**src/sbcs_pkg.sv**
```systemverilog
// Purpose: Constants for the six-bit compare and successive approximation
//          sequencer.
// Assumes: 100 MHz aclk, AXI4-Lite register access, 32-bit data.
// Notes:   Every offset and timing count lives here, and every field except the buffer nibble split, which the top module codes itself.
// Functional notes
// - Six-bit compare code selects 64 compare steps.
// - Result flag is one when input above compare.
// - Active flag clears itself when comparison ends.
// - One comparison spans three instruction times.
// - One compare per operation; sequence drives search.
// - Code carried in transfer buffer nibble layout.
package sbcs_pkg;
  // Register byte offsets.
  localparam logic [7:0] OFS_CTRL    = 8'h00;
  localparam logic [7:0] OFS_CODE    = 8'h04;
  localparam logic [7:0] OFS_STATUS  = 8'h08;
  localparam logic [7:0] OFS_RESULT  = 8'h0C;
  localparam logic [7:0] OFS_IRQ_ST  = 8'h10;
  localparam logic [7:0] OFS_IRQ_MSK = 8'h14;
  localparam logic [7:0] OFS_BUFFER  = 8'h18;
  // Control register fields.
  localparam int CTRL_COMPARE = 0;
  localparam int CTRL_CONVERT = 1;
  // Status register fields.
  localparam int ST_ACTIVE = 0;
  localparam int ST_RESULT = 1;
  localparam int ST_BUSY   = 2;
  localparam int ST_DONE   = 3;
  // Interrupt status fields.
  localparam int IRQ_CMP  = 0;
  localparam int IRQ_CONV = 1;
  localparam int CODE_W   = 6;
  localparam logic [5:0] CODE_RESET = 6'h00;
  localparam logic [5:0] CODE_START = 6'h20;
  localparam logic [1:0] IRQ_MSK_RESET = 2'h0;
  localparam logic [1:0] AXI_OKAY   = 2'h0;
  localparam logic [1:0] AXI_DECERR = 2'h3;
  // Comparison time: three instruction times of 2 us each.
  localparam int CLK_MHZ       = 100;
  localparam int CMP_TIME_US   = 6;
  localparam int CMP_CYCLES    = CMP_TIME_US * CLK_MHZ;
  localparam int CNT_W         = 10;
  localparam logic [CNT_W-1:0] CMP_LAST = 10'(CMP_CYCLES - 1);
  localparam logic [2:0] BITS_LAST = 3'h5;
  typedef enum logic [1:0] {
    SBCS_IDLE = 2'b00,
    SBCS_CMP  = 2'b01,
    SBCS_SEQ  = 2'b10
  } sbcs_state_t;
endpackage : sbcs_pkg

```
**src/sbcs_top.sv**
```systemverilog
// Purpose: Six-bit compare converter control with AXI4-Lite registers.
// Assumes: 100 MHz aclk, synchronous active-low reset.
// Notes:   Software may drive single compares, or let the sequencer
//          run a full six-step binary search.
`timescale 1ns/100ps
module sbcs_top (
  input  wire logic        aclk,
  input  wire logic        aresetn,
  input  wire logic [7:0]  s_axi_awaddr,
  input  wire logic        s_axi_awvalid,
  output logic             s_axi_awready,
  input  wire logic [31:0] s_axi_wdata,
  input  wire logic [3:0]  s_axi_wstrb,
  input  wire logic        s_axi_wvalid,
  output logic             s_axi_wready,
  output logic [1:0]       s_axi_bresp,
  output logic             s_axi_bvalid,
  input  wire logic        s_axi_bready,
  input  wire logic [7:0]  s_axi_araddr,
  input  wire logic        s_axi_arvalid,
  output logic             s_axi_arready,
  output logic [31:0]      s_axi_rdata,
  output logic [1:0]       s_axi_rresp,
  output logic             s_axi_rvalid,
  input  wire logic        s_axi_rready,
  input  wire logic        input_above,
  output logic [5:0]       compare_code,
  output logic             irq
);
  // ==========================================================
  // State
  // ==========================================================
  sbcs_pkg::sbcs_state_t st_q, st_d;
  logic [5:0]  code_q, code_d;
  logic [5:0]  res_code_q, res_code_d;
  logic [2:0]  trial_q, trial_d;
  logic        done_q, done_d;
  logic [1:0]  ist_q, ist_d;
  logic [1:0]  imsk_q, imsk_d;
  logic        irq_q, irq_d;
  logic        cmp_start;
  logic        cmp_active;
  logic        cmp_finish;
  logic        cmp_result;
  logic [5:0]  step_code;
  logic        aw_q, aw_d, w_q, w_d, b_q, b_d, r_q, r_d;
  logic [7:0]  awa_q, awa_d;
  logic [31:0] wd_q, wd_d;
  logic [3:0]  ws_q, ws_d;
  logic [31:0] rd_q, rd_d;
  logic [1:0]  rr_q, rr_d;
  logic [1:0]  br_q, br_d;
  logic        awrdy_q, awrdy_d, wrdy_q, wrdy_d, arrdy_q, arrdy_d;
  logic        wr_fire;
  logic        rd_fire;
  logic        ctl_cmp;
  logic        ctl_conv;
  logic        code_wr;

  sbcs_comparator i_sbcs_comparator (
    .aclk        (aclk),
    .aresetn     (aresetn),
    .start       (cmp_start),
    .input_above (input_above),
    .active      (cmp_active),
    .finish      (cmp_finish),
    .result      (cmp_result)
  );

  sbcs_seq_step i_sbcs_seq_step (
    .code      (code_q),
    .trial     (trial_q),
    .above     (cmp_result),
    .next_code (step_code)
  );

  // ==========================================================
  // AXI4-Lite handshakes
  // ==========================================================
  assign wr_fire = aw_q && w_q && !b_q;
  assign rd_fire = s_axi_arvalid && !r_q;

  always_comb begin
    aw_d  = aw_q;
    w_d   = w_q;
    b_d   = b_q;
    r_d   = r_q;
    awa_d = awa_q;
    wd_d  = wd_q;
    ws_d  = ws_q;
    br_d  = br_q;
    if (s_axi_awvalid && !aw_q) begin
      aw_d  = 1'b1;
      awa_d = s_axi_awaddr;
    end
    if (s_axi_wvalid && !w_q) begin
      w_d  = 1'b1;
      wd_d = s_axi_wdata;
      ws_d = s_axi_wstrb;
    end
    if (wr_fire) begin
      aw_d = 1'b0;
      w_d  = 1'b0;
      b_d  = 1'b1;
      br_d = (awa_q == sbcs_pkg::OFS_CTRL || awa_q == sbcs_pkg::OFS_CODE ||
              awa_q == sbcs_pkg::OFS_IRQ_MSK ||
              awa_q == sbcs_pkg::OFS_BUFFER) ? sbcs_pkg::AXI_OKAY
                                             : sbcs_pkg::AXI_DECERR;
    end
    if (b_q && s_axi_bready) begin
      b_d = 1'b0;
    end
    if (rd_fire) begin
      r_d = 1'b1;
    end else if (r_q && s_axi_rready) begin
      r_d = 1'b0;
    end
    awrdy_d = !aw_d;
    wrdy_d  = !w_d;
    arrdy_d = !r_d;
  end

  // Write decode; a busy sequencer ignores code writes.
  always_comb begin
    ctl_cmp  = 1'b0;
    ctl_conv = 1'b0;
    code_wr  = 1'b0;
    if (wr_fire && ws_q[0]) begin
      if (awa_q == sbcs_pkg::OFS_CTRL) begin
        ctl_cmp  = wd_q[sbcs_pkg::CTRL_COMPARE];
        ctl_conv = wd_q[sbcs_pkg::CTRL_CONVERT];
      end
      if (awa_q == sbcs_pkg::OFS_CODE || awa_q == sbcs_pkg::OFS_BUFFER) begin
        code_wr = 1'b1;
      end
    end
  end

  // ==========================================================
  // Compare and sequencer control
  // ==========================================================
  always_comb begin
    st_d       = st_q;
    code_d     = code_q;
    trial_d    = trial_q;
    res_code_d = res_code_q;
    done_d     = done_q;
    cmp_start  = 1'b0;
    case (st_q)
      sbcs_pkg::SBCS_IDLE: begin
        if (code_wr) begin
          if (awa_q == sbcs_pkg::OFS_BUFFER) begin
            code_d = {wd_q[5:4], wd_q[3:0]};
          end else begin
            code_d = wd_q[5:0];
          end
        end
        if (ctl_conv) begin
          code_d    = sbcs_pkg::CODE_START;
          trial_d   = sbcs_pkg::BITS_LAST;
          done_d    = 1'b0;
          st_d      = sbcs_pkg::SBCS_SEQ;
          cmp_start = 1'b1;
        end else if (ctl_cmp) begin
          st_d      = sbcs_pkg::SBCS_CMP;
          cmp_start = 1'b1;
        end
      end
      sbcs_pkg::SBCS_CMP: begin
        if (cmp_finish) begin
          st_d = sbcs_pkg::SBCS_IDLE;
        end
      end
      sbcs_pkg::SBCS_SEQ: begin
        if (cmp_finish) begin
          code_d = step_code;
          if (trial_q == 3'h0) begin
            res_code_d = step_code;
            done_d     = 1'b1;
            st_d       = sbcs_pkg::SBCS_IDLE;
          end else begin
            trial_d   = trial_q - 3'h1;
            cmp_start = 1'b1;
          end
        end
      end
      default: begin
        st_d = sbcs_pkg::SBCS_IDLE;
      end
    endcase
  end

  // ==========================================================
  // Interrupts and read data
  // ==========================================================
  always_comb begin
    ist_d  = ist_q;
    imsk_d = imsk_q;
    if (rd_fire && s_axi_araddr == sbcs_pkg::OFS_IRQ_ST) begin
      ist_d = 2'h0;
    end
    if (cmp_finish && st_q == sbcs_pkg::SBCS_CMP) begin
      ist_d[sbcs_pkg::IRQ_CMP] = 1'b1;
    end
    if (cmp_finish && st_q == sbcs_pkg::SBCS_SEQ && trial_q == 3'h0) begin
      ist_d[sbcs_pkg::IRQ_CONV] = 1'b1;
    end
    if (wr_fire && ws_q[0] && awa_q == sbcs_pkg::OFS_IRQ_MSK) begin
      imsk_d = wd_q[1:0];
    end
    irq_d = |(ist_d & imsk_d);
  end

  always_comb begin
    rd_d = rd_q;
    rr_d = rr_q;
    if (rd_fire) begin
      rr_d = sbcs_pkg::AXI_OKAY;
      case (s_axi_araddr)
        sbcs_pkg::OFS_CTRL:    rd_d = 32'h0000_0000;
        sbcs_pkg::OFS_CODE:    rd_d = {26'h0, code_q};
        sbcs_pkg::OFS_BUFFER:  rd_d = {24'h0, 2'h0, code_q[5:4], code_q[3:0]};
        sbcs_pkg::OFS_STATUS:  rd_d = {28'h0, done_q,
                                       st_q == sbcs_pkg::SBCS_SEQ,
                                       cmp_result, cmp_active};
        sbcs_pkg::OFS_RESULT:  rd_d = {26'h0, res_code_q};
        sbcs_pkg::OFS_IRQ_ST:  rd_d = {30'h0, ist_q};
        sbcs_pkg::OFS_IRQ_MSK: rd_d = {30'h0, imsk_q};
        default: begin
          rd_d = 32'h0000_0000;
          rr_d = sbcs_pkg::AXI_DECERR;
        end
      endcase
    end
  end

  always_ff @(posedge aclk) begin
    if (!aresetn) begin
      st_q       <= sbcs_pkg::SBCS_IDLE;
      code_q     <= sbcs_pkg::CODE_RESET;
      res_code_q <= sbcs_pkg::CODE_RESET;
      trial_q    <= 3'h0;
      done_q     <= 1'b0;
      ist_q      <= 2'h0;
      imsk_q     <= sbcs_pkg::IRQ_MSK_RESET;
      irq_q      <= 1'b0;
      aw_q       <= 1'b0;
      w_q        <= 1'b0;
      b_q        <= 1'b0;
      r_q        <= 1'b0;
      awa_q      <= 8'h00;
      wd_q       <= 32'h0000_0000;
      ws_q       <= 4'h0;
      rd_q       <= 32'h0000_0000;
      rr_q       <= 2'h0;
      br_q       <= 2'h0;
      awrdy_q    <= 1'b1;
      wrdy_q     <= 1'b1;
      arrdy_q    <= 1'b1;
    end else begin
      st_q       <= st_d;
      code_q     <= code_d;
      res_code_q <= res_code_d;
      trial_q    <= trial_d;
      done_q     <= done_d;
      ist_q      <= ist_d;
      imsk_q     <= imsk_d;
      irq_q      <= irq_d;
      aw_q       <= aw_d;
      w_q        <= w_d;
      b_q        <= b_d;
      r_q        <= r_d;
      awa_q      <= awa_d;
      wd_q       <= wd_d;
      ws_q       <= ws_d;
      rd_q       <= rd_d;
      rr_q       <= rr_d;
      br_q       <= br_d;
      awrdy_q    <= awrdy_d;
      wrdy_q     <= wrdy_d;
      arrdy_q    <= arrdy_d;
    end
  end

  // Ready is high while the holding slot is empty.
  assign s_axi_awready = awrdy_q;
  assign s_axi_wready  = wrdy_q;
  assign s_axi_bvalid  = b_q;
  assign s_axi_bresp   = br_q;
  assign s_axi_arready = arrdy_q;
  assign s_axi_rvalid  = r_q;
  assign s_axi_rdata   = rd_q;
  assign s_axi_rresp   = rr_q;
  assign compare_code  = code_q;
  assign irq           = irq_q;

  a_seq_first: assert property (@(posedge aclk) disable iff (!aresetn)
    (st_q == sbcs_pkg::SBCS_IDLE && ctl_conv) |=> (code_q == 6'h20))
    else $error("first code is not half scale");
  a_seq_done: assert property (@(posedge aclk) disable iff (!aresetn)
    (st_q == sbcs_pkg::SBCS_SEQ && cmp_finish && trial_q == 3'h0)
      |=> (done_q && res_code_q == code_q))
    else $error("done or result not captured");
  a_next_bit: assert property (@(posedge aclk) disable iff (!aresetn)
    (st_q == sbcs_pkg::SBCS_SEQ && cmp_finish && trial_q != 3'h0)
      |=> code_q[trial_q] == 1'b1)
    else $error("next trial bit not set");
  a_trial_kept: assert property (@(posedge aclk) disable iff (!aresetn)
    (st_q == sbcs_pkg::SBCS_SEQ && cmp_finish)
      |=> code_q[$past(trial_q)] == $past(cmp_result))
    else $error("trial bit does not follow result");
  a_fixed_len: assert property (@(posedge aclk) disable iff (!aresetn)
    (st_q == sbcs_pkg::SBCS_SEQ && cmp_finish && trial_q != 3'h0)
      |=> cmp_active)
    else $error("sequence did not continue");
  a_one_cmp: assert property (@(posedge aclk) disable iff (!aresetn)
    (st_q == sbcs_pkg::SBCS_CMP && cmp_finish)
      |=> st_q == sbcs_pkg::SBCS_IDLE)
    else $error("single compare did not return idle");
endmodule : sbcs_top

```
**src/sbcs_comparator.sv**
```systemverilog
// Purpose: Comparison timer; holds active for the compare time.
// Assumes: Synchronous active-low reset.
// Notes:   Result is sampled at the final cycle of the compare window.
`timescale 1ns/100ps
module sbcs_comparator (
  input  wire logic       aclk,
  input  wire logic       aresetn,
  input  wire logic       start,
  input  wire logic       input_above,
  output logic            active,
  output logic            finish,
  output logic            result
);
  logic [sbcs_pkg::CNT_W-1:0] cnt_q, cnt_d;
  logic                       act_q, act_d;
  logic                       fin_q, fin_d;
  logic                       res_q, res_d;

  always_comb begin
    cnt_d = cnt_q;
    act_d = act_q;
    fin_d = 1'b0;
    res_d = res_q;
    if (act_q) begin
      if (cnt_q == sbcs_pkg::CMP_LAST) begin
        act_d = 1'b0;
        fin_d = 1'b1;
        res_d = input_above;
        cnt_d = '0;
      end else begin
        cnt_d = cnt_q + 10'h001;
      end
    end else if (start) begin
      act_d = 1'b1;
      cnt_d = '0;
    end
  end

  always_ff @(posedge aclk) begin
    if (!aresetn) begin
      cnt_q <= '0;
      act_q <= 1'b0;
      fin_q <= 1'b0;
      res_q <= 1'b0;
    end else begin
      cnt_q <= cnt_d;
      act_q <= act_d;
      fin_q <= fin_d;
      res_q <= res_d;
    end
  end

  assign active = act_q;
  assign finish = fin_q;
  assign result = res_q;

  a_active_span: assert property (@(posedge aclk) disable iff (!aresetn)
    $rose(act_q) |-> act_q [*8])
    else $error("active dropped too early");
  a_self_clear: assert property (@(posedge aclk) disable iff (!aresetn)
    (act_q && cnt_q == sbcs_pkg::CMP_LAST) |=> (!act_q && fin_q))
    else $error("active did not clear at compare end");
endmodule : sbcs_comparator

```
**src/sbcs_seq_step.sv**
```systemverilog
// Purpose: One binary-search step on the compare code.
// Assumes: Pure combinational.
// Notes:   Clears the trial bit on a low result, then sets the next one.
`timescale 1ns/100ps
module sbcs_seq_step (
  input  wire logic [5:0] code,
  input  wire logic [2:0] trial,
  input  wire logic       above,
  output logic [5:0]      next_code
);
  always_comb begin
    next_code = code;
    if (!above) begin
      next_code[trial] = 1'b0;
    end
    if (trial != 3'h0) begin
      next_code[trial - 3'h1] = 1'b1;
    end
  end
endmodule : sbcs_seq_step

```
**config.mk**
```make
export PLATFORM = sky130hd
export DESIGN_NAME = sbcs_top
export DESIGN_NICKNAME = d
export VERILOG_FILES = /design/src/sbcs_pkg.sv /design/src/sbcs_top.sv /design/src/sbcs_comparator.sv /design/src/sbcs_seq_step.sv
export SDC_FILE = /design/constraint.sdc
export NUM_CORES = 1
export LEC_CHECK = 0
export ABC_CLOCK_PERIOD_IN_PS = 2300
export BUFFER_PORTS_ARGS = -buffer_cell sky130_fd_sc_hd__buf_2
export CAP_MARGIN = 10
export CORE_MARGIN = 3
export CORE_UTILIZATION = 38
export DETAILED_ROUTE_END_ITERATION = 10
export GPL_TIMING_DRIVEN = 0
export PLACE_DENSITY = 0.73
export SETUP_SLACK_MARGIN = 0.05
export SLEW_MARGIN = 20
export SYNTH_ARGS = -nofsm -noshare
export SYNTH_HDL_FRONTEND = slang
export SYNTH_SLANG_ARGS = --single-unit
export TNS_END_PERCENT = 30
```
**constraint.sdc**
```tcl
create_clock -name aclk -period 2.3 [get_ports aclk]
set_clock_uncertainty 0.15 [all_clocks]
set_input_delay 0.345 -clock aclk [delete_from_list [all_inputs] [get_ports aclk]]
set_output_delay 0.345 -clock aclk [all_outputs]
set_load 0.05 [all_outputs]
```
## Word level (Yosys, flattened, before mapping)

Index checks and enable logic that the tools add are counted.

| word-level totals | value |
|---|---|
| logic and storage cells | 154 |
| output and inout bits | 48 |
| input port bits | 60 |
| register bits | 94 |

| operators by class | value |
|---|---|
| eq/ne operators | 19 |
| order comparisons | 4 |
| reduce and logical (&&, ||, !) cells | 44 |
| $add $sub $neg | 2 |
| bitwise logic cells | 5 |
| muxes and demuxes | 55 |

Operators with widths:

| operator | number |
|---|---|
| $eq A8 B5 Y1 const B | 5 |
| $mux W10 | 3 |
| $mux W6 | 5 |
| $pmux W6 S5 | 1 |
| $mux W1 | 27 |
| $mux W2 | 9 |
| $eq A8 B3 Y1 const B | 2 |
| $eq A8 B4 Y1 const B | 2 |
| $logic_not A8 Y1 | 2 |
| $logic_and A1 B1 Y1 | 15 |
| $pmux W6 S2 | 1 |
| $reduce_and A4 Y1 | 3 |
| $add A10 B1 Y10 const B | 1 |
| $eq A10 B10 Y1 const B | 1 |
| $mux W3 | 3 |
| $lt A3 B4 Y1 const B | 2 |
| $logic_not A1 Y1 | 7 |
| $reduce_or A7 Y1 | 1 |
| $and A6 B6 Y6 | 1 |
| $demux W1 S3 | 2 |
| $ge A3 B1 Y1 const B | 2 |
| $ne A2 B2 Y1 const B | 3 |
| $ne A3 B3 Y1 const B | 2 |
| $not A6 Y6 | 1 |
| other kinds (18) | 28 |

## Depth between registers and ports, before layout

| logic depth | value |
|---|---|
| depth after elaboration | 11 |
| gate-level depth with buffers | 9 |
| mapped depth without buffers | 7 |

## Cells and area by module

A second synthesis with hierarchy kept.

| unflattened totals | value |
|---|---|
| cells, all modules | 394 |
| area total of the unflattened synthesis | 3514.6 um^2 |

Modules (own cells, without submodules):

| module | area each (um^2) | sequential area each (um^2) | instances | cells each |
|---|---|---|---|---|
| sbcs_top | 2677.6 | 1061.0 | 1 | 299 |
| sbcs_comparator | 629.4 | 260.2 | 1 | 69 |
| sbcs_seq_step | 207.7 | 0.0 | 1 | 26 |

## Worst setup path after synthesis

Ideal clock, no wire load.

| path | value |
|---|---|
| kind | register to register |
| start point | reg trial_q[0] |
| end point | reg code_q[3] (netlist: compare_code[3]) |
| cell stages (with the launch flop) | 9 |
| required time | 2071 ps |
| setup time | 79 ps |
| buffers on the path | 1 |
| path slack | -18 ps |
| data arrival time | 2089 ps |
| period minus slack after synthesis | 2318 ps |
| path through | dfxtp_1 -> buf_2 -> inv_1 -> ha_1 -> ha_1 -> or4b_1 -> a211oi_1 -> a31oi_1 -> a211oi_2 |

| between the ends | value |
|---|---|
| cells in the longest elaborated chain, start to end | 11 |
| elaborated cells on any way between the ends | 19 |
| those cells by class | 1 x add/sub; 4 x order compare; 8 x mux; 3 x bitwise; 3 x reduce/logical |

Ends and longest elaborated chain:

| what | line | RTL |
|---|---|---|
| start, declared | sbcs_top.sv:36 | `logic [2:0] trial_q, trial_d;` |
| start signal, assigned | sbcs_top.sv:264 | `trial_q <= trial_d;` |
| parallel branches: the longest is 8 deep, another holds $lt A3 B4 Y1 | - |  |
| $mux W6 * | sbcs_seq_step.sv:16 | `if (trial != 3'h0) begin` |
| $mux W6 * | sbcs_top.sv:175 | `if (cmp_finish) begin` |
| $pmux W6 S2 * | sbcs_top.sv:149 | `case (st_q)` |
| end signal, assigned | sbcs_top.sv:240 | `code_q <= sbcs_pkg::CODE_RESET;` |
| end signal, assigned | sbcs_top.sv:262 | `code_q <= code_d;` |
| end, declared | sbcs_top.sv:34 | `logic [5:0] code_q, code_d;` |

Every way passes the cells marked *. The select of a mux whose other input is x is not followed.
A chain may end at the register's enable or synchronous reset.

## Final worst setup path

Same ends and word-level chain as after synthesis.

==> flow_summary.ini <==
[run_status]
status = finished clean

[critical_path]
rr_worst_depth = 8
cp.arrival_ns = 2.35
critPathCaptureType = flip-flop
start_kind = flip-flop
critPathRequiredTime_ns = 2.42
worstSetupPathType = reg2reg
crit_path_max_fanout = 10

[place]
dp_hpwl_mm = 6.236
gp_congestion = 0.8730
io_buffers = 52

[sta]
fin_crit_sh = 0.9705
finalHoldViolations = 0
setup_violations = 0
max_freq_mhz = 448.0
setup_tns_ns = 0
worstMarginPinSlew_ns = 0.5971
min_period_ns = 2.232
maxSlewViolCount = 0
maxSlewHeadroom = 0.6019
rsz0062_at_grt = yes

[route]
viasPerCell = 5.247
dr.pass1.iters = 5
first_iter_violations = 177
finalWirelength_mm = 8.354
vias = 3059
drc = 0
routedWlPerCell_um = 14.33
drtAntennaViolNets = 0

[flow_run]
cap_violations = 0

[die]
num_io_pins = 108
core_mm2 = 0.008464
start_util = 0.4024
die_y_um = 100.7
rows = 33
die-area_mm2 = 0.01013
die_w_um = 100.7

[global_routing]
grt_use_total = 0.1672
grt_start_max_net_pins = 12
grt_overflow_total = 0
antenna_found_initial = 0
grt_pass1_vias = 2846
grt_pass1_wl_mm = 13.54

[layout]
drive_gt1_frac = 0.2657
multiInputGateArea_mm2 = 0.001823
final_util = 0.4905
n_fill_cell = 820
fin_nets = 536
register_area_mm2 = 0.001326
area_delta_synth_final_pct = 21.90
num_antenna_cells = 0

[worst_hold_path]
min_path_type = in2reg
whs_path_depth = 3

[synthesis]
synth_top_area_cell = dfxtp_1
synth.ff_latch_count = 66
avgSynthCellArea_um2 = 8.892
synth_ff_type = dfxtp_1
synth.most_common_cell = dfxtp_1
postSynthCellCount = 383
synth_edf_count = 0
ys_types = 69
ys_top_cells_by_area = dfxtp_1, mux2i_1, buf_4
syn_area_mm2 = 0.003406
ys_warn_count = 0
yosysSeqAreaShare = 0.3880
yosys-top-cells-count = dfxtp_1, nor2_1, buf_4
async_flop_share = 0
synth_top_area_share = 0.3880

[cts]
clk_pin_slew_ns = 0.08
cts_buffer_depth = 2
postCtsHoldBufs = 0
numCtsBuffers = 9
insertion_delay_ns = 0.35
cts.htree.levels = 3
cts.sinks = 66
clock-root-buffer = clkbuf_8
cts_tree = yes

[pwr]
leakage_nw = 1.750
peakVddDrop_mv = 0.4331
p_per_area_mw_per_mm2 = 615.0
==> area by class of cell <==
cell class | count | area share
multi-input cells | 272 | 0.4391
clock buffers | 11 | 0.03647
clock inverters | 5 | 0.01266
well taps | 105 | 0.03165
inverters | 26 | 0.02351
repair buffers | 54 | 0.06631
plain buffers | 44 | 0.07083
flip-flops and latches | 66 | 0.3195
==> per-stage QoR <==
stage / cells / hold slack, ns / power (mW) / area [um2] / setup slack [ns]
global placement: 565 / 0.2979 / 1.567 / 3910 / -0.1684
floorplan: 408 / 0.2822 / 1.498 / 3518 / 0.05913
global route: 583 / 0.08269 / 2.650 / 4151 / -0.01069
finish: 583 / 0.08611 / 2.553 / 4151 / 0.06787
CTS: 582 / 0.07323 / 2.570 / 4139 / 0.08367
detailed placement: 565 / 0.3169 / 1.574 / 3910 / -0.1508
==> cell usage in the layout (no fill, tap or decap), drive strengths merged, types with 6 or more instances in the layout <==
master and n:
inv 26, nor4b 6, o21ai 13, nand2b 6, clkbuf 18, a22o 7, nor2 39, nand4 6
o22ai 7, nand2 13, dfxtp 66, buf 91, conb 26, nor2b 7, a21oi 14, nor3 6
a211oi 12, mux2i 23, a31oi 12
==> state kept, by name (all words and copies together), names as in the netlist, 2 cells and up <==
name                     cells
i_sbcs_comparator.cnt_q     10
awa_q                        8
compare_code                 6
res_code_q                   6
s_axi_rdata                  6
wd_q                         6
trial_q                      3
imsk_q                       2
ist_q                        2
st_q                         2
==> routing by layer <==
metal / vias up / wire length, um / global-route usage
met2: 110 / 3834 / 0.2719
met1: 1409 / 3879 / 0.2132
met4: 0 / 98 / 0.05285
met3: 10 / 542 / 0.04844
li1: 1530 / - / -
met5: - / 0 / 0
==> cell families (layout without fill, tap and decap cells) <==
| family | Yosys count | count (layout) | synth area share |
|---|---|---|---|
| muxes | 24 | 24 | 0.07090 |
| DFF | 66 | 66 | 0.3880 |
| other | 1 | 26 | 0.001101 |
| xor gates and xnor gates | 3 | 3 | 0.007716 |
| AOI/OAI and AO/OA | 94 | 94 | 0.1969 |
| adders and majority gates | 3 | 3 | 0.01102 |
| and+or+nand+nor | 122 | 122 | 0.2112 |
| buffers and inverters | 70 | 140 | 0.1132 |
==> worst paths after layout <==
check / startpoint / to / slack (ns)
max reg2reg: trial_q[0]$_SDFFE_PN0P_ / compare_code[3]$_SDFFE_PN0P_ / 0.07
max: trial_q[0]$_SDFFE_PN0P_ / compare_code[3]$_SDFFE_PN0P_ / 0.07
min reg2reg: s_axi_rdata[5]$_SDFFE_PN0N_ / s_axi_rdata[5]$_SDFFE_PN0N_ / 0.33
min: input_above / i_sbcs_comparator.result$_SDFFE_PN0P_ / 0.09
==> critical path: stages, from the launching register on <==
cell	delay, ns
dfxtp_4	0.35
buf_6	0.12
inv_1	0.06
ha_2	0.19
ha_4	0.29
or4b_4	0.48
a211oi_2	0.21
a31oi_1	0.08
a211oi_2	0.22
==> report_power, final <==
part / internal [mW] / total (mW) / switching, mW
combinational: 0.116 / 0.353 / 0.237
sequential: 1.17 / 1.20 / 0.0267
clock: 0.554 / 1.00 / 0.450
total: 1.84 / 2.55 / 0.713
==> repair_timing <==
item | 4_1_cts | 5_1_grt
pin swaps | 1 | 0
hold endpoints to repair | 0 | 0
resized for setup | 7 | 1
setup buffers | 1 | 1
setup endpoints to repair | 11 | 11
(Power assumes the default switching activity.)
